## src/dhc_consts.svh

```systemverilog
`ifndef DHC_CONSTS_SVH
`define DHC_CONSTS_SVH
`define DHC_AW 24
`define DHC_CW 12
`define DHC_REG_CTRL 3'h0
`define DHC_REG_HEXT 3'h1
`define DHC_REG_BLO 3'h2
`define DHC_REG_BHI 3'h3
`define DHC_REG_XLO 3'h4
`define DHC_REG_XHI 3'h5
`define DHC_REG_YLO 3'h6
`define DHC_REG_YHI 3'h7
`define DHC_ADDR_CFG0 8'h10
`define DHC_ADDR_PIDX 8'h11
`define DHC_ADDR_PDATA 8'h12
`define DHC_ADDR_STAT 8'h13
`define DHC_CUR_SPACE 4'h0
`define DHC_CFG0_ALT 0
`define DHC_CTL_VEXT 3
`define DHC_CTL_HSTR 4
`define DHC_CTL_VSTR 5
`define DHC_CTL_BLINK 6
`define DHC_CTL_ORG 7
`define DHC_M_OFF 3'h0
`define DHC_M_AX32 3'h1
`define DHC_M_AX64 3'h2
`define DHC_M_C4 3'h3
`define DHC_M_C3T 3'h4
`define DHC_M_C2 3'h5
`define DHC_M_C1T 3'h6
`define DHC_W32 8'h20
`define DHC_W64 8'h40
`define DHC_W128 8'h80
`define DHC_BLINK_FRAMES 5'h10
`define DHC_LAST_WORD 3'h7
`define DHC_LAST_BYTE 2'h2
`define DHC_GROUP_BYTES 12'h010
`define DHC_WORD_BYTES 12'h004
`define DHC_REGION_LSB 12
`endif

```

## src/dhc_pkg.sv

```systemverilog
package dhc_pkg;
   typedef logic [23:0] dhc_rgb_type;
   typedef logic [7:0] dhc_byte_type;
   typedef enum logic {DHC_FS_IDLE, DHC_FS_REQ} dhc_fetch_state_type;
endpackage

```

## src/dhc_link_if.sv

```systemverilog
interface dhc_link_if;
   import dhc_pkg::*;
   logic reg_wr;
   logic reg_rd;
   logic [7:0] reg_addr;
   dhc_byte_type reg_wdata;
   dhc_byte_type reg_rdata;
   logic line_start;
   logic vsync;
   logic pix_valid;
   logic [11:0] x;
   logic [11:0] y;
   dhc_rgb_type main_pix;
   logic h_dup;
   logic v_dup;
   logic panel;
   logic border_en;
   logic [11:0] border_left;
   logic [11:0] border_top;
   logic fetch_req;
   logic [23:0] fetch_addr;
   logic fetch_ack;
   logic [31:0] fetch_data;
   logic out_valid;
   dhc_rgb_type out_pix;
   dhc_rgb_type border_crt;
   dhc_rgb_type border_panel;
   modport dev (input reg_wr, reg_rd, reg_addr, reg_wdata, line_start, vsync, pix_valid, x, y, main_pix,
      h_dup, v_dup, panel, border_en, border_left, border_top, fetch_ack, fetch_data,
      output reg_rdata, fetch_req, fetch_addr, out_valid, out_pix, border_crt, border_panel);
   modport host (output reg_wr, reg_rd, reg_addr, reg_wdata, line_start, vsync, pix_valid, x, y, main_pix,
      h_dup, v_dup, panel, border_en, border_left, border_top, fetch_ack, fetch_data,
      input reg_rdata, fetch_req, fetch_addr, out_valid, out_pix, border_crt, border_panel);
endinterface

```

## src/dhc_overlay.sv

```systemverilog
// How it works
// - Two cursors: pointer first, overlay second.
// - Eight registers per cursor.
// - Four registers give X and Y position.
// - Pattern fetched from off-screen memory, selectable.
// - Alternate entries 4-7 cursor one, 0-3 two.
// - Select bit routes palette writes to alternates.
// - Each cursor disabled or one of six modes.
// - Stretching per cursor, flat panel only.
// - Stretch follows main stretcher, own enable.
// - Control bit turns blinking on or off.
// - Control bit picks active or border origin.
// - Vertical extension allows non-square cursors.
// - Base is frame buffer offset from two registers.
// - Each cursor owns a 4KB data region.
// - Top four base-low bits select pattern.
// - 32x32 mode: sixteen 256-byte patterns.
// - 64x64 modes: four 1KB patterns, top bits.
// - 128x128 modes: two 2KB patterns, top bit.
// - Control bit 3 enables height register.
// - Control bits 2-0 encode off or mode.
// - Border on: entries 6,7 give border colours.
//
// The strobed register port and the address map are this design's own decisions.
`include "dhc_consts.svh"
module dhc_overlay (
   input wire logic i_mclk,
   input wire logic i_rst_n,
   dhc_link_if.dev lnk
);
   import dhc_pkg::*;

   dhc_byte_type creg_r [0:1][0:7];
   dhc_byte_type cfg0_r;
   dhc_byte_type rdata_r;
   dhc_rgb_type pal_r [0:7];
   logic [2:0] pidx_r;
   logic [1:0] pbyte_r;
   logic [4:0] bcnt_r;
   logic blink_on_r;
   logic [31:0] lbuf_r [0:7];
   logic [7:0] row_r [0:1];
   logic vstart_r [0:1];
   logic [7:0] col_r [0:1];
   logic hstart_r [0:1];
   logic [7:0] col_now [0:1];
   logic hit_now [0:1];
   dhc_fetch_state_type fst_r;
   logic [2:0] fk_r;
   logic ls_d_r;
   logic freq_r;
   logic [23:0] faddr_r;
   logic ov_r;
   dhc_rgb_type opix_r;
   logic [24:0] c1_pix;
   logic [24:0] c2_pix;

   function automatic logic [7:0] mode_width(input logic [2:0] mode);
      unique case (mode)
         `DHC_M_AX32: mode_width = `DHC_W32;
         `DHC_M_AX64, `DHC_M_C4, `DHC_M_C3T: mode_width = `DHC_W64;
         `DHC_M_C2, `DHC_M_C1T: mode_width = `DHC_W128;
         default: mode_width = 8'h00;
      endcase
   endfunction

   function automatic logic [7:0] cur_height(input logic c);
      if (creg_r[c][`DHC_REG_CTRL][`DHC_CTL_VEXT]) begin
         cur_height = creg_r[c][`DHC_REG_HEXT];
      end else begin
         cur_height = mode_width(creg_r[c][`DHC_REG_CTRL][2:0]);
      end
   endfunction

   function automatic logic [11:0] pos(input logic c, input logic [2:0] lo, input logic [11:0] edge_off);
      logic [11:0] p;
      p = {creg_r[c][lo + 3'h1][3:0], creg_r[c][lo]};
      pos = creg_r[c][`DHC_REG_CTRL][`DHC_CTL_ORG] ? p : 12'(p + edge_off);
   endfunction

   // Fetch address for word k: cursor index ~k[2], word k[1:0] of the current 16-byte line group.
   function automatic logic [23:0] fetch_addr(input logic [2:0] k);
      logic c;
      logic [2:0] mode;
      logic [3:0] sel;
      logic [11:0] pat;
      logic [7:0] grp;
      c = ~k[2];
      mode = creg_r[c][`DHC_REG_CTRL][2:0];
      sel = creg_r[c][`DHC_REG_BLO][7:4];
      grp = (mode == `DHC_M_AX32) ? {1'b0, row_r[c][7:1]} : row_r[c];
      unique case (mode)
         `DHC_M_AX32: pat = {sel, 8'h00};
         `DHC_M_C2, `DHC_M_C1T: pat = {sel[3], 11'h000};
         default: pat = {sel[3:2], 10'h000};
      endcase
      // The sum wraps inside 12 bits so an over-tall cursor never leaves its region.
      fetch_addr = {creg_r[c][`DHC_REG_BHI], creg_r[c][`DHC_REG_BLO][3:0],
         12'(pat + 12'(grp * `DHC_GROUP_BYTES) + 12'(k[1:0] * `DHC_WORD_BYTES))};
   endfunction

   function automatic logic [1:0] pix_code(input logic c, input logic [7:0] col);
      logic [127:0] ln;
      ln = {lbuf_r[{~c, 2'h3}], lbuf_r[{~c, 2'h2}], lbuf_r[{~c, 2'h1}], lbuf_r[{~c, 2'h0}]};
      unique case (creg_r[c][`DHC_REG_CTRL][2:0])
         `DHC_M_AX32: pix_code = {ln[{1'b0, row_r[c][0], col[4:0]}], ln[{1'b1, row_r[c][0], col[4:0]}]};
         `DHC_M_AX64: pix_code = {ln[{1'b0, col[5:0]}], ln[{1'b1, col[5:0]}]};
         `DHC_M_C4, `DHC_M_C3T: pix_code = {ln[{col[5:0], 1'b1}], ln[{col[5:0], 1'b0}]};
         default: pix_code = {1'b0, ln[col[6:0]]};
      endcase
   endfunction

   // Bit 24 is the show flag, bits 23:0 the colour.
   function automatic logic [24:0] cur_colour(input logic c, input logic [1:0] code, input dhc_rgb_type main);
      logic [2:0] idx;
      logic show;
      logic inv;
      idx = {~c, code};
      show = 1'b1;
      inv = 1'b0;
      unique case (creg_r[c][`DHC_REG_CTRL][2:0])
         `DHC_M_AX32, `DHC_M_AX64: begin
            show = ~code[1];
            inv = (code == 2'h3);
            idx = {~c, 1'b0, code[0]};
         end
         `DHC_M_C4: show = 1'b1;
         `DHC_M_C3T: show = (code != 2'h3);
         `DHC_M_C2: idx = {~c, 1'b0, code[0]};
         `DHC_M_C1T: begin
            show = code[0];
            idx = {~c, 2'h0};
         end
         default: show = 1'b0;
      endcase
      if (c == 1'b0 && lnk.border_en && idx[1]) begin
         show = 1'b0;
      end
      cur_colour = {show | inv, inv ? ~main : pal_r[idx]};
   endfunction

   // Register writes and read-back.
   always_ff @(posedge i_mclk or negedge i_rst_n) begin
      if (!i_rst_n) begin
         for (int c = 0; c < 2; c++) begin
            for (int r = 0; r < 8; r++) begin
               creg_r[c][r] <= 8'h00;
            end
         end
         cfg0_r <= 8'h00;
      end else if (lnk.reg_wr) begin
         if (lnk.reg_addr[7:4] == `DHC_CUR_SPACE) begin
            creg_r[lnk.reg_addr[3]][lnk.reg_addr[2:0]] <= lnk.reg_wdata;
         end else if (lnk.reg_addr == `DHC_ADDR_CFG0) begin
            cfg0_r <= lnk.reg_wdata;
         end
      end
   end

   always_ff @(posedge i_mclk or negedge i_rst_n) begin
      if (!i_rst_n) begin
         rdata_r <= 8'h00;
      end else if (lnk.reg_rd) begin
         if (lnk.reg_addr[7:4] == `DHC_CUR_SPACE) begin
            rdata_r <= creg_r[lnk.reg_addr[3]][lnk.reg_addr[2:0]];
         end else if (lnk.reg_addr == `DHC_ADDR_CFG0) begin
            rdata_r <= cfg0_r;
         end else if (lnk.reg_addr == `DHC_ADDR_PIDX) begin
            rdata_r <= {3'h0, pbyte_r, pidx_r};
         end else if (lnk.reg_addr == `DHC_ADDR_STAT) begin
            rdata_r <= {4'h0, fst_r == DHC_FS_REQ, blink_on_r, hit_now[1], hit_now[0]};
         end else begin
            rdata_r <= 8'h00;
         end
      end
   end

   // Palette data writes reach the alternates only while the select bit is set.
   always_ff @(posedge i_mclk or negedge i_rst_n) begin
      if (!i_rst_n) begin
         pidx_r <= 3'h0;
         pbyte_r <= 2'h0;
         for (int i = 0; i < 8; i++) begin
            pal_r[i] <= 24'h00_0000;
         end
      end else if (lnk.reg_wr && lnk.reg_addr == `DHC_ADDR_PIDX) begin
         pidx_r <= lnk.reg_wdata[2:0];
         pbyte_r <= 2'h0;
      end else if (lnk.reg_wr && lnk.reg_addr == `DHC_ADDR_PDATA && cfg0_r[`DHC_CFG0_ALT]) begin
         pal_r[pidx_r][{`DHC_LAST_BYTE - pbyte_r, 3'h0} +: 8] <= lnk.reg_wdata;
         pbyte_r <= (pbyte_r == `DHC_LAST_BYTE) ? 2'h0 : 2'(pbyte_r + 2'h1);
         pidx_r <= (pbyte_r == `DHC_LAST_BYTE) ? 3'(pidx_r + 3'h1) : pidx_r;
      end
   end

   always_ff @(posedge i_mclk or negedge i_rst_n) begin
      if (!i_rst_n) begin
         bcnt_r <= 5'h00;
         blink_on_r <= 1'b1;
      end else if (lnk.vsync) begin
         bcnt_r <= (bcnt_r == 5'(`DHC_BLINK_FRAMES - 5'h01)) ? 5'h00 : 5'(bcnt_r + 5'h01);
         blink_on_r <= (bcnt_r == 5'(`DHC_BLINK_FRAMES - 5'h01)) ? ~blink_on_r : blink_on_r;
      end
   end

   // Row and column tracking, one copy per cursor.
   for (genvar c = 0; c < 2; c++) begin : g_cur
      logic vs;
      logic hs;
      assign vs = lnk.panel && creg_r[c][`DHC_REG_CTRL][`DHC_CTL_VSTR];
      assign hs = lnk.panel && creg_r[c][`DHC_REG_CTRL][`DHC_CTL_HSTR];
      assign col_now[c] = !hstart_r[c] ? 8'h00 : (hs && lnk.h_dup) ? col_r[c] : 8'(col_r[c] + 8'h01);
      always_comb hit_now[c] = (creg_r[c][`DHC_REG_CTRL][2:0] != `DHC_M_OFF) && vstart_r[c]
         && (row_r[c] < cur_height(c)) && (hstart_r[c] || lnk.x >= pos(c, `DHC_REG_XLO, lnk.border_left))
         && (col_now[c] < mode_width(creg_r[c][`DHC_REG_CTRL][2:0]));

      always_ff @(posedge i_mclk or negedge i_rst_n) begin
         if (!i_rst_n) begin
            row_r[c] <= 8'h00;
            vstart_r[c] <= 1'b0;
         end else if (lnk.vsync) begin
            row_r[c] <= 8'h00;
            vstart_r[c] <= 1'b0;
         end else if (lnk.line_start) begin
            if (!vstart_r[c] && lnk.y >= pos(c, `DHC_REG_YLO, lnk.border_top)) begin
               vstart_r[c] <= 1'b1;
            end else if (vstart_r[c] && !(vs && lnk.v_dup) && row_r[c] != 8'hFF) begin
               row_r[c] <= 8'(row_r[c] + 8'h01);
            end
         end
      end

      always_ff @(posedge i_mclk or negedge i_rst_n) begin
         if (!i_rst_n) begin
            col_r[c] <= 8'h00;
            hstart_r[c] <= 1'b0;
         end else if (lnk.line_start) begin
            col_r[c] <= 8'h00;
            hstart_r[c] <= 1'b0;
         end else if (lnk.pix_valid && (hstart_r[c] || lnk.x >= pos(c, `DHC_REG_XLO, lnk.border_left))) begin
            hstart_r[c] <= 1'b1;
            col_r[c] <= (col_now[c] == 8'hFF) ? col_r[c] : col_now[c];
         end
      end
   end

   // Line fetch: eight words per line in blanking; it must finish before the active pixels start.
   always_ff @(posedge i_mclk or negedge i_rst_n) begin
      if (!i_rst_n) begin
         ls_d_r <= 1'b0;
      end else begin
         ls_d_r <= lnk.line_start;
      end
   end

   always_ff @(posedge i_mclk or negedge i_rst_n) begin
      if (!i_rst_n) begin
         fst_r <= DHC_FS_IDLE;
         fk_r <= 3'h0;
         freq_r <= 1'b0;
         faddr_r <= 24'h00_0000;
      end else if (ls_d_r) begin
         fst_r <= DHC_FS_REQ;
         fk_r <= 3'h0;
         freq_r <= 1'b1;
         faddr_r <= fetch_addr(3'h0);
      end else begin
         unique case (fst_r)
            DHC_FS_IDLE: freq_r <= 1'b0;
            DHC_FS_REQ: if (lnk.fetch_ack) begin
               fk_r <= 3'(fk_r + 3'h1);
               faddr_r <= fetch_addr(3'(fk_r + 3'h1));
               if (fk_r == `DHC_LAST_WORD) begin
                  fst_r <= DHC_FS_IDLE;
                  freq_r <= 1'b0;
               end
            end
         endcase
      end
   end

   always_ff @(posedge i_mclk or negedge i_rst_n) begin
      if (!i_rst_n) begin
         for (int i = 0; i < 8; i++) begin
            lbuf_r[i] <= 32'h0000_0000;
         end
      end else if (fst_r == DHC_FS_REQ && lnk.fetch_ack) begin
         lbuf_r[fk_r] <= lnk.fetch_data;
      end
   end

   // The pointer cursor sits above the overlay cursor.
   // A process rather than an assign, so that palette and register changes seen inside the functions re-evaluate it.
   always_comb c1_pix = cur_colour(1'b0, pix_code(1'b0, col_now[0]), lnk.main_pix);
   always_comb c2_pix = cur_colour(1'b1, pix_code(1'b1, col_now[1]), lnk.main_pix);

   always_ff @(posedge i_mclk or negedge i_rst_n) begin
      if (!i_rst_n) begin
         ov_r <= 1'b0;
         opix_r <= 24'h00_0000;
      end else begin
         ov_r <= lnk.pix_valid;
         if (hit_now[0] && c1_pix[24] && (blink_on_r || !creg_r[0][`DHC_REG_CTRL][`DHC_CTL_BLINK])) begin
            opix_r <= c1_pix[23:0];
         end else if (hit_now[1] && c2_pix[24] && (blink_on_r || !creg_r[1][`DHC_REG_CTRL][`DHC_CTL_BLINK])) begin
            opix_r <= c2_pix[23:0];
         end else begin
            opix_r <= lnk.main_pix;
         end
      end
   end

   assign lnk.reg_rdata = rdata_r;
   assign lnk.fetch_req = freq_r;
   assign lnk.fetch_addr = faddr_r;
   assign lnk.out_valid = ov_r;
   assign lnk.out_pix = opix_r;
   assign lnk.border_crt = pal_r[6];
   assign lnk.border_panel = pal_r[7];
endmodule

```

## src/flat_wrapper.sv

```systemverilog
// flat-port wrapper written by rule: the top's interface ports become plain ports
module dhc_overlay_flat import dhc_pkg::*;
  (i_mclk, i_rst_n, lnk_reg_wr, lnk_reg_rd, lnk_reg_addr, lnk_reg_wdata, lnk_line_start, lnk_vsync, lnk_pix_valid, lnk_x, lnk_y, lnk_main_pix, lnk_h_dup, lnk_v_dup, lnk_panel, lnk_border_en, lnk_border_left, lnk_border_top, lnk_fetch_ack, lnk_fetch_data, lnk_reg_rdata, lnk_fetch_req, lnk_fetch_addr, lnk_out_valid, lnk_out_pix, lnk_border_crt, lnk_border_panel);
  dhc_link_if lnk_i ();
  input wire logic i_mclk;
  input wire logic i_rst_n;
  input wire logic [$bits(lnk_i.reg_wr)-1:0] lnk_reg_wr;
  input wire logic [$bits(lnk_i.reg_rd)-1:0] lnk_reg_rd;
  input wire logic [$bits(lnk_i.reg_addr)-1:0] lnk_reg_addr;
  input wire logic [$bits(lnk_i.reg_wdata)-1:0] lnk_reg_wdata;
  input wire logic [$bits(lnk_i.line_start)-1:0] lnk_line_start;
  input wire logic [$bits(lnk_i.vsync)-1:0] lnk_vsync;
  input wire logic [$bits(lnk_i.pix_valid)-1:0] lnk_pix_valid;
  input wire logic [$bits(lnk_i.x)-1:0] lnk_x;
  input wire logic [$bits(lnk_i.y)-1:0] lnk_y;
  input wire logic [$bits(lnk_i.main_pix)-1:0] lnk_main_pix;
  input wire logic [$bits(lnk_i.h_dup)-1:0] lnk_h_dup;
  input wire logic [$bits(lnk_i.v_dup)-1:0] lnk_v_dup;
  input wire logic [$bits(lnk_i.panel)-1:0] lnk_panel;
  input wire logic [$bits(lnk_i.border_en)-1:0] lnk_border_en;
  input wire logic [$bits(lnk_i.border_left)-1:0] lnk_border_left;
  input wire logic [$bits(lnk_i.border_top)-1:0] lnk_border_top;
  input wire logic [$bits(lnk_i.fetch_ack)-1:0] lnk_fetch_ack;
  input wire logic [$bits(lnk_i.fetch_data)-1:0] lnk_fetch_data;
  output wire logic [$bits(lnk_i.reg_rdata)-1:0] lnk_reg_rdata;
  output wire logic [$bits(lnk_i.fetch_req)-1:0] lnk_fetch_req;
  output wire logic [$bits(lnk_i.fetch_addr)-1:0] lnk_fetch_addr;
  output wire logic [$bits(lnk_i.out_valid)-1:0] lnk_out_valid;
  output wire logic [$bits(lnk_i.out_pix)-1:0] lnk_out_pix;
  output wire logic [$bits(lnk_i.border_crt)-1:0] lnk_border_crt;
  output wire logic [$bits(lnk_i.border_panel)-1:0] lnk_border_panel;
  assign lnk_i.reg_wr = lnk_reg_wr;
  assign lnk_i.reg_rd = lnk_reg_rd;
  assign lnk_i.reg_addr = lnk_reg_addr;
  assign lnk_i.reg_wdata = lnk_reg_wdata;
  assign lnk_i.line_start = lnk_line_start;
  assign lnk_i.vsync = lnk_vsync;
  assign lnk_i.pix_valid = lnk_pix_valid;
  assign lnk_i.x = lnk_x;
  assign lnk_i.y = lnk_y;
  assign lnk_i.main_pix = lnk_main_pix;
  assign lnk_i.h_dup = lnk_h_dup;
  assign lnk_i.v_dup = lnk_v_dup;
  assign lnk_i.panel = lnk_panel;
  assign lnk_i.border_en = lnk_border_en;
  assign lnk_i.border_left = lnk_border_left;
  assign lnk_i.border_top = lnk_border_top;
  assign lnk_i.fetch_ack = lnk_fetch_ack;
  assign lnk_i.fetch_data = lnk_fetch_data;
  assign lnk_reg_rdata = lnk_i.reg_rdata;
  assign lnk_fetch_req = lnk_i.fetch_req;
  assign lnk_fetch_addr = lnk_i.fetch_addr;
  assign lnk_out_valid = lnk_i.out_valid;
  assign lnk_out_pix = lnk_i.out_pix;
  assign lnk_border_crt = lnk_i.border_crt;
  assign lnk_border_panel = lnk_i.border_panel;
  dhc_overlay u_core (.i_mclk(i_mclk), .i_rst_n(i_rst_n), .lnk(lnk_i));
endmodule
```

## config.mk

```make
export PLATFORM = sky130hd
export DESIGN_NAME = dhc_overlay_flat
export DESIGN_NICKNAME = d
export VERILOG_FILES = /design/src/dhc_pkg.sv /design/src/dhc_link_if.sv /design/src/dhc_overlay.sv /design/src/flat_wrapper.sv
export VERILOG_INCLUDE_DIRS = /design/src
export SDC_FILE = /design/constraint.sdc
export NUM_CORES = 2
export LEC_CHECK = 0
export BUFFER_PORTS_ARGS = -buffer_cell sky130_fd_sc_hd__clkbuf_2
export CAP_MARGIN = 20
export CORE_ASPECT_RATIO = 2
export CORE_MARGIN = 3
export CORE_UTILIZATION = 62
export DETAILED_ROUTE_END_ITERATION = 10
export PLACE_DENSITY = 0.81
export SLEW_MARGIN = 20
export SYNTH_ARGS = -nofsm -noshare
export SYNTH_HDL_FRONTEND = slang
export SYNTH_SLANG_ARGS = --single-unit
```

## constraint.sdc

```tcl
create_clock -name i_mclk -period 5.3 [get_ports i_mclk]
set_input_delay 0 -clock i_mclk [delete_from_list [all_inputs] [get_ports i_mclk]]
set_output_delay 0 -clock i_mclk [all_outputs]
set_load 0.01 [all_outputs]
```

# Yosys cells after proc, flatten, opt, wreduce, memory -nomap -nowiden
# Index checks and enable logic that the tools add are counted.
# Widths: inputs -> output; s select.
[totals]
register_bits = 694
inputBits = 132
output_inout_bits = 106
wordCells = 384
[classes]
add_sub_neg = 17
n_lt_le_gt_ge = 33
n_eq_ne = 36
shifts = 2
n_mux = 139
bitwise_logic = 17
n_reduce_logical = 87
[op_table]
columns = ["operator", "n"]
rows = [
  ["$mux 24", 12],
  ["$bwmux 256", 1],
  ["$mux 64", 4],
  ["$mux 8", 31],
  ["$bwmux 192", 1],
  ["$mux 59", 3],
  ["$bmux 24 s3", 2],
  ["$bwmux 128", 1],
  ["$demux 32 s3", 1],
  ["$mux 12", 8],
  ["$lt 7x8->1 const B", 10],
  ["$add 12x12->12", 6],
  ["$bmux 1 s6", 12],
  ["$demux 24 s3", 1],
  ["$demux 64 s1", 1],
  ["$ge 12x12->1", 4],
  ["$pmux 8 s3", 2],
  ["$pmux 11 s2", 2],
  ["$logic_and 1x1->1", 37],
  ["$mux 1", 34],
  ["$add 8x1->8 const B", 4],
  ["$eq 8x5->1 const B", 4],
  ["$lt 6x8->1 const B", 4],
  ["$lt 8x8->1", 4],
  ["other kinds (48)", 142],
]

# Depth between registers and ports, before layout
[depth]
word_depth = 17
ltp_mapped = 24
ltp_nobuf = 23

# Least setup slack after synthesis
# No wires, ideal clock.
[synth_path]
path_kind = "register to register"
from = "reg u_core.creg_r[25] in the netlist's numbering"
to = "reg u_core.opix_r[11], in the netlist u_core.lnk.out_pix[11]"
setup_ns = 0.131
t_arrival_ns = 4.168
required_time_ns = 5.169
path_slack_ns = 1.001
path_stages_with_launch = 25
n_path_buf = 1
synth_period_minus_slack_ns = 4.299
path_cell_list = "dfrtp_1 ha_1 a21o_1 a21oi_1 o21bai_1 a21oi_1 o21bai_1 a21oi_1 o21bai_1 a21oi_1 o21bai_1 a21oi_1 xor2_1 nor2_1 xnor2_1 ha_1 or3_1 nand4_1 a311oi_1 and2_1 a31o_2 clkbuf_1 a21boi_0 a32oi_1 a22oi_1"
[synth_via]
elab_chain_len = 10
[synth_lines]
columns = ["element", "line", "text"]
rows = [
  ["start, declared", "dhc_overlay.sv:33", "dhc_byte_type creg_r [0:1][0:7];"],
  ["start signal, assigned by index", "dhc_overlay.sv:153", "creg_r[lnk.reg_addr[3]][lnk.reg_addr[2:0]] <= lnk.reg_wdata;"],
  ["$add 12x12->12", "dhc_overlay.sv:78", "pos = creg_r[c][`DHC_REG_CTRL][`DHC_CTL_ORG] ? p : 12'(p + edge_off);"],
  ["$mux 12 (*)", "dhc_overlay.sv:78", ""],
  ["$ge 12x12->1 (*)", "dhc_overlay.sv:214", "&& (row_r[c] < cur_height(c)) && (hstart_r[c] || lnk.x >= pos(c, `DHC_REG_XLO, lnk.border_left))"],
  ["$logic_or 1x1->1 (*)", "dhc_overlay.sv:214", ""],
  ["$logic_and 1x1->1 (*) (2 in a row)", "dhc_overlay.sv:213", "always_comb hit_now[c] = (creg_r[c][`DHC_REG_CTRL][2:0] != `DHC_M_OFF) && vstart_r[c]"],
  ["$logic_and 1x1->1 (*) (2 in a row)", "dhc_overlay.sv:305", "end else if (hit_now[1] && c2_pix[24] && (blink_on_r || !creg_r[1][`DHC_REG_CTRL][`DHC_CTL_BLINK])) begin"],
  ["$mux 24 (*)", "dhc_overlay.sv:305", ""],
  ["$mux 24 (*)", "dhc_overlay.sv:303", "if (hit_now[0] && c1_pix[24] && (blink_on_r || !creg_r[0][`DHC_REG_CTRL][`DHC_CTL_BLINK])) begin"],
  ["end signal, assigned", "dhc_overlay.sv:304", "opix_r <= c1_pix[23:0];"],
  ["end signal, assigned", "dhc_overlay.sv:306", "opix_r <= c2_pix[23:0];"],
  ["end signal, assigned", "dhc_overlay.sv:308", "opix_r <= lnk.main_pix;"],
  ["end, declared", "dhc_overlay.sv:54", "dhc_rgb_type opix_r;"],
]
# Mark *: on every way between the ends. The rest lies on a longest branch, timed or not.
# A chain may end at the register's enable or synchronous reset.

# Final worst setup path
[layout_path]
from = "reg u_core.col_r[8] in the netlist's numbering"
to = "reg u_core.opix_r[2], in the netlist u_core.lnk.out_pix[2]"
[layout_via]
elab_chain_len = 13
word_cells_on_any_way = 37
classes_between = "1 x add/sub; 1 x order compare; 2 x eq/ne; 26 x mux; 3 x bitwise; 4 x reduce/logical"
[layout_lines]
columns = ["element", "line", "text"]
rows = [
  ["start, declared", "dhc_overlay.sv:44", "logic [7:0] col_r [0:1];"],
  ["start signal, assigned by index", "dhc_overlay.sv:242", "col_r[c] <= (col_now[c] == 8'hFF) ? col_r[c] : col_now[c];"],
  ["$add 8x1->8", "dhc_overlay.sv:212", "assign col_now[c] = !hstart_r[c] ? 8'h00 : (hs && lnk.h_dup) ? col_r[c] : 8'(col_r[c] + 8'h01);"],
  ["$mux 8 (*) (2 in a row)", "dhc_overlay.sv:212", ""],
  ["$bmux 1 s7 (tied with other cells)", "dhc_overlay.sv:109", "default: pix_code = {1'b0, ln[col[6:0]]};"],
  ["$mux 1, on equally long branches", "-", ""],
  ["$pmux 2 s3", "dhc_overlay.sv:105", "unique case (creg_r[c][`DHC_REG_CTRL][2:0])"],
  ["$pmux 2 s2 (tied with other cells)", "dhc_overlay.sv:121", "unique case (creg_r[c][`DHC_REG_CTRL][2:0])"],
  ["$not 3->4 (not written as such) (tied with other cells)", "dhc_overlay.sv:139", "cur_colour = {show | inv, inv ? ~main : pal_r[idx]};"],
  ["$bmux 24 s3 / $mux 1 (equally long branches)", "dhc_overlay.sv:139, dhc_overlay.sv:136", ""],
  ["$mux 24 (not written as such) / $or 1x1->1 (equally long branches)", "dhc_overlay.sv:139", ""],
  ["$mux 24 (not written as such) / $logic_and 1x1->1 (equally long branches)", "dhc_overlay.sv:139, dhc_overlay.sv:303", ""],
  ["$mux 24 / $logic_and 1x1->1 (equally long branches)", "dhc_overlay.sv:139, dhc_overlay.sv:303", ""],
  ["$mux 24 (*)", "dhc_overlay.sv:303", ""],
]
# Mark *: on every way between the ends. The rest lies on a longest branch, timed or not. The select of a mux whose other input is x is not followed.

==> flow_summary.yaml <==
outcome:
  outcome: "completed"
grt:
  antenna_found_initial: 18
  grt_use_total: 0.429
  overflow: 0
  grt_pass1_vias: 35000
  grt_first_pass_wirelength_mm: 216
  grt_max_degree: 194
cells_and_area:
  multi_input_area_mm2: 0.0210
  ff_latch_area_mm2: 0.0173
  drive_gt1_frac: 0.226
  area_delta_synth_final_pct: 13.0
  nets: 4539
  fillers: 4742
clock_tree:
  htreeDepth: 2
  clock_path_buffers: 3
  cts.clk_slew.worst_paths_ns: 0.07
  root_buffer: "clkbuf_16"
  cts_sinks: 690
  cts_tree: "done"
  numCtsBuffers: 60
  clkLatencyLatePin_ns: 0.70
hold_path:
  hold_path_class: "input pin to register"
logic_synthesis:
  synth_edf_count: 0
  synth-seq-cells: 690
  ys_seq_area_frac: 0.431
  synthCells: 4075
  async_flop_share: 1.00
  syn_area_mm2: 0.0400
  synth_warnings: 0
  yosysUniqueCellTypes: 97
  synth_flop_cell: "dfrtp_1"
  syn_area_per_cell_um2: 9.83
routing:
  detail_route.iter0.violations: 3451
  post_drt_wl_per_cell_um: 28.2
  vias: 35000
  drt_pre_antenna_iters: 9
  ant_nets: 0
  via_per_inst: 6.81
  totalWireLength_mm: 145
  drc: 0
sta:
  setup_tns_ns: 0
  worst_slack_ns: 0.128
  max_freq_mhz: 193
  clock_skew_ns: 0.0358
  tightest_slew_ns: 1.33
  rsz0062_at_grt: "false"
  period_share: 0.976
  fin_crit_ns: 5.17
  hold_viol_final: 0
  setup_viol_count_final: 0
  timing.final.max_slew_violations: 0
  slew_headroom: 0.105
pwr:
  ir_drop_v: 0.000334
  leakage_nw: 20.6
  power_density_mw_per_mm2: 315
  seqPwrFrac: 0.447
  p_sw_mw: 4.36
  p_clk_frac: 0.366
  switching_share: 0.306
  combPwrFrac: 0.187
  p_int_mw: 9.89
die:
  core_area_mm2: 0.0639
  die_x_um: 186
  row_count: 131
  die_y_um: 365
  dieArea_mm2: 0.0679
  start_util: 0.626
  ios: 238
run:
  cap_violations: 0
critical_path:
  cp_cell_sequence: "ha_1 -> nor2b_1 -> a211o_1 -> nand2_1 -> buf_12 -> a211oi_1 -> o31a_1 -> a211oi_1 -> buf_4 -> a21oi_1 -> o21ai_0 -> o22ai_1 -> a21o_1 -> buf_12 -> buf_4 -> a21oi_1 -> o21ai_0 -> a22oi_1"
  cp-start-kind: "register"
  cp.required_ns: 5.84
  slowest_delay_ns: 0.97
  cp-end-kind: "register"
  slowest_stage: "a211oi_1"
  crit_arrival_ns: 5.71
  critPathKind: "register to register"
  path_max_fanout: 27
placed_design:
  place.gp.congestion: 1.14
  hpwlAfterDp_mm: 99.4
  pre_cts_ws_ns: 0.451
  io_buffers: 235
[cells in the final DEF, fill, tap and decap left out, types with 47 or more instances in the layout]
cell | synthesis | layout
mux2_2 | 418 | 418
dlygate4sd3_1 | 0 | 80
nand2_1 | 707 | 707
clkbuf_2 | 0 | 234
o21ai_0 | 313 | 312
dfrtp_1 | 689 | 689
xnor2_1 | 47 | 47
a21oi_1 | 168 | 165
nor2_1 | 223 | 218
a211oi_1 | 49 | 49
nand3_1 | 109 | 109
ha_1 | 130 | 130
clkbuf_16 | 0 | 60
inv_1 | 79 | 79
mux2i_1 | 172 | 170
buf_4 | 66 | 113
[cell type report]
type | count | share of cell area
antenna | 13 | 0.000719
clock buffer | 79 | 0.0376
clock inverter | 35 | 0.0139
inverter | 80 | 0.00664
multi-input combinational | 2989 | 0.465
sequential | 690 | 0.382
tap | 798 | 0.0221
timing repair buffer | 450 | 0.0722
[state kept, by name, indices dropped and copies added, names as in the netlist, 3 cells and up]
name	cells
u_core.bcnt_r	5
u_core.cfg0_r	8
u_core.col_r	16
u_core.creg_r	128
u_core.lbuf_r	256
u_core.lnk.border_crt	24
u_core.lnk.border_panel	24
u_core.lnk.fetch_addr	22
u_core.lnk.out_pix	24
u_core.lnk.reg_rdata	8
u_core.pal_r	144
u_core.pidx_r	3
u_core.row_r	16
[layer usage]
layer,GRT usage,share of wire,vias up
li1,-,-,15000
met1,0.426,0.31,17000
met2,0.705,0.48,2031
met3,0.137,0.087,865
met4,0.388,0.12,10
met5,0,0.00051,-
[power groups by stage]
stage | Clock (mW) | Combinational (mW) | Sequential, mW
floorplan | 0 | 1.61 | 6.10
global placement | 0 | 2.37 | 6.36
detailed placement | 0 | 2.43 | 6.38
CTS | 5.21 | 2.51 | 6.29
global route | 5.43 | 2.85 | 6.38
finish | 5.22 | 2.66 | 6.37
[cells in the mapped netlist (21+ instances only)]
| cell type | number | area (um^2) |
|---|---|---|
| buf_1 | 26 | 97.6 |
| buf_4 | 66 | 495 |
| dfrtp_1 | 689 | 17200 |
| mux2i_1 | 172 | 1720 |
| o21ai_0 | 313 | 1570 |
| buf_2 | 45 | 225 |
| a21boi_0 | 21 | 158 |
| a31oi_1 | 33 | 206 |
| xor2_1 | 27 | 236 |
| nor2_1 | 223 | 837 |
| mux2_2 | 418 | 4710 |
| nor3_1 | 32 | 160 |
| nand2_1 | 707 | 2650 |
| a21o_1 | 32 | 240 |
| xnor2_1 | 47 | 412 |
| a21oi_1 | 168 | 841 |
| a32oi_1 | 41 | 359 |
| o21bai_1 | 22 | 165 |
| clkbuf_1 | 171 | 642 |
| and3_1 | 29 | 181 |
| ha_1 | 130 | 1630 |
| mux4_2 | 34 | 766 |
| inv_1 | 79 | 297 |
| nand3_1 | 109 | 546 |
| nand4_1 | 29 | 181 |
| a211oi_1 | 49 | 368 |
| nand2b_1 | 29 | 181 |
[cells by family after synthesis]
| logic type | share of synthesized area |
|---|---|
| AOI/OAI and AO/OA | 0.147 |
| xor gates and xnor gates | 0.0166 |
| adders and majority gates | 0.0436 |
| buffers and inverters | 0.0467 |
| DFF | 0.431 |
| muxes | 0.181 |
| other | 0.0000936 |
| and+or+nand+nor | 0.134 |
[final timing paths]
kind / startpoint / end / slack [ns] / depth (start not counted)
hold reg to reg: u_core.lnk.fetch_addr[14] / u_core.lnk.fetch_addr[14] / 0.48 / 2
setup / recovery: u_core.col_r[8] / u_core.lnk.out_pix[2] / 0.13 / 18
hold / removal: lnk_reg_wdata[1] / u_core.creg_r[73] / 0.05 / 3
max in group asynchronous: i_rst_n / u_core.pal_r[81] / 3.70 / 4
min in group asynchronous: i_rst_n / u_core.blink_on_r / 0.52 / 3
setup reg to reg: u_core.col_r[8] / u_core.lnk.out_pix[2] / 0.13 / 18
[metrics by stage]
stage               cells  hold slack [ns]  total power, mW  utilization  area [um^2]
CTS                  5119           0.0273             14.0        0.707        45200
global route         5124           0.0733             14.7        0.707        45200
finish               5134           0.0524             14.3        0.708        45200
global placement     4924           0.0312             8.74        0.657        42000
floorplan            4076           -0.296             7.72            -        40000
detailed placement   4924           0.0349             8.81        0.657        42000
[critical path, delay by kind of cell, from the launching register on]
kind | cells | cell delay, ns
AO/OA/AOI/OAI | 11 | 2.76
adder cells (fa/ha/maj) | 1 | 0.35
buffers and inverters | 4 | 0.79
flip-flops | 1 | 0.57
AND/OR/NAND/NOR | 2 | 0.51
[what timing repair did]
action | CTS | global route
setup buffers | 0 | 0
gates resized for setup | 0 | 3
endpoints found under the hold margin | 553 | 0
setup endpoints to repair | 0 | 23
hold buffers | 81 | 0
Power figures use the tool's default switching activity.
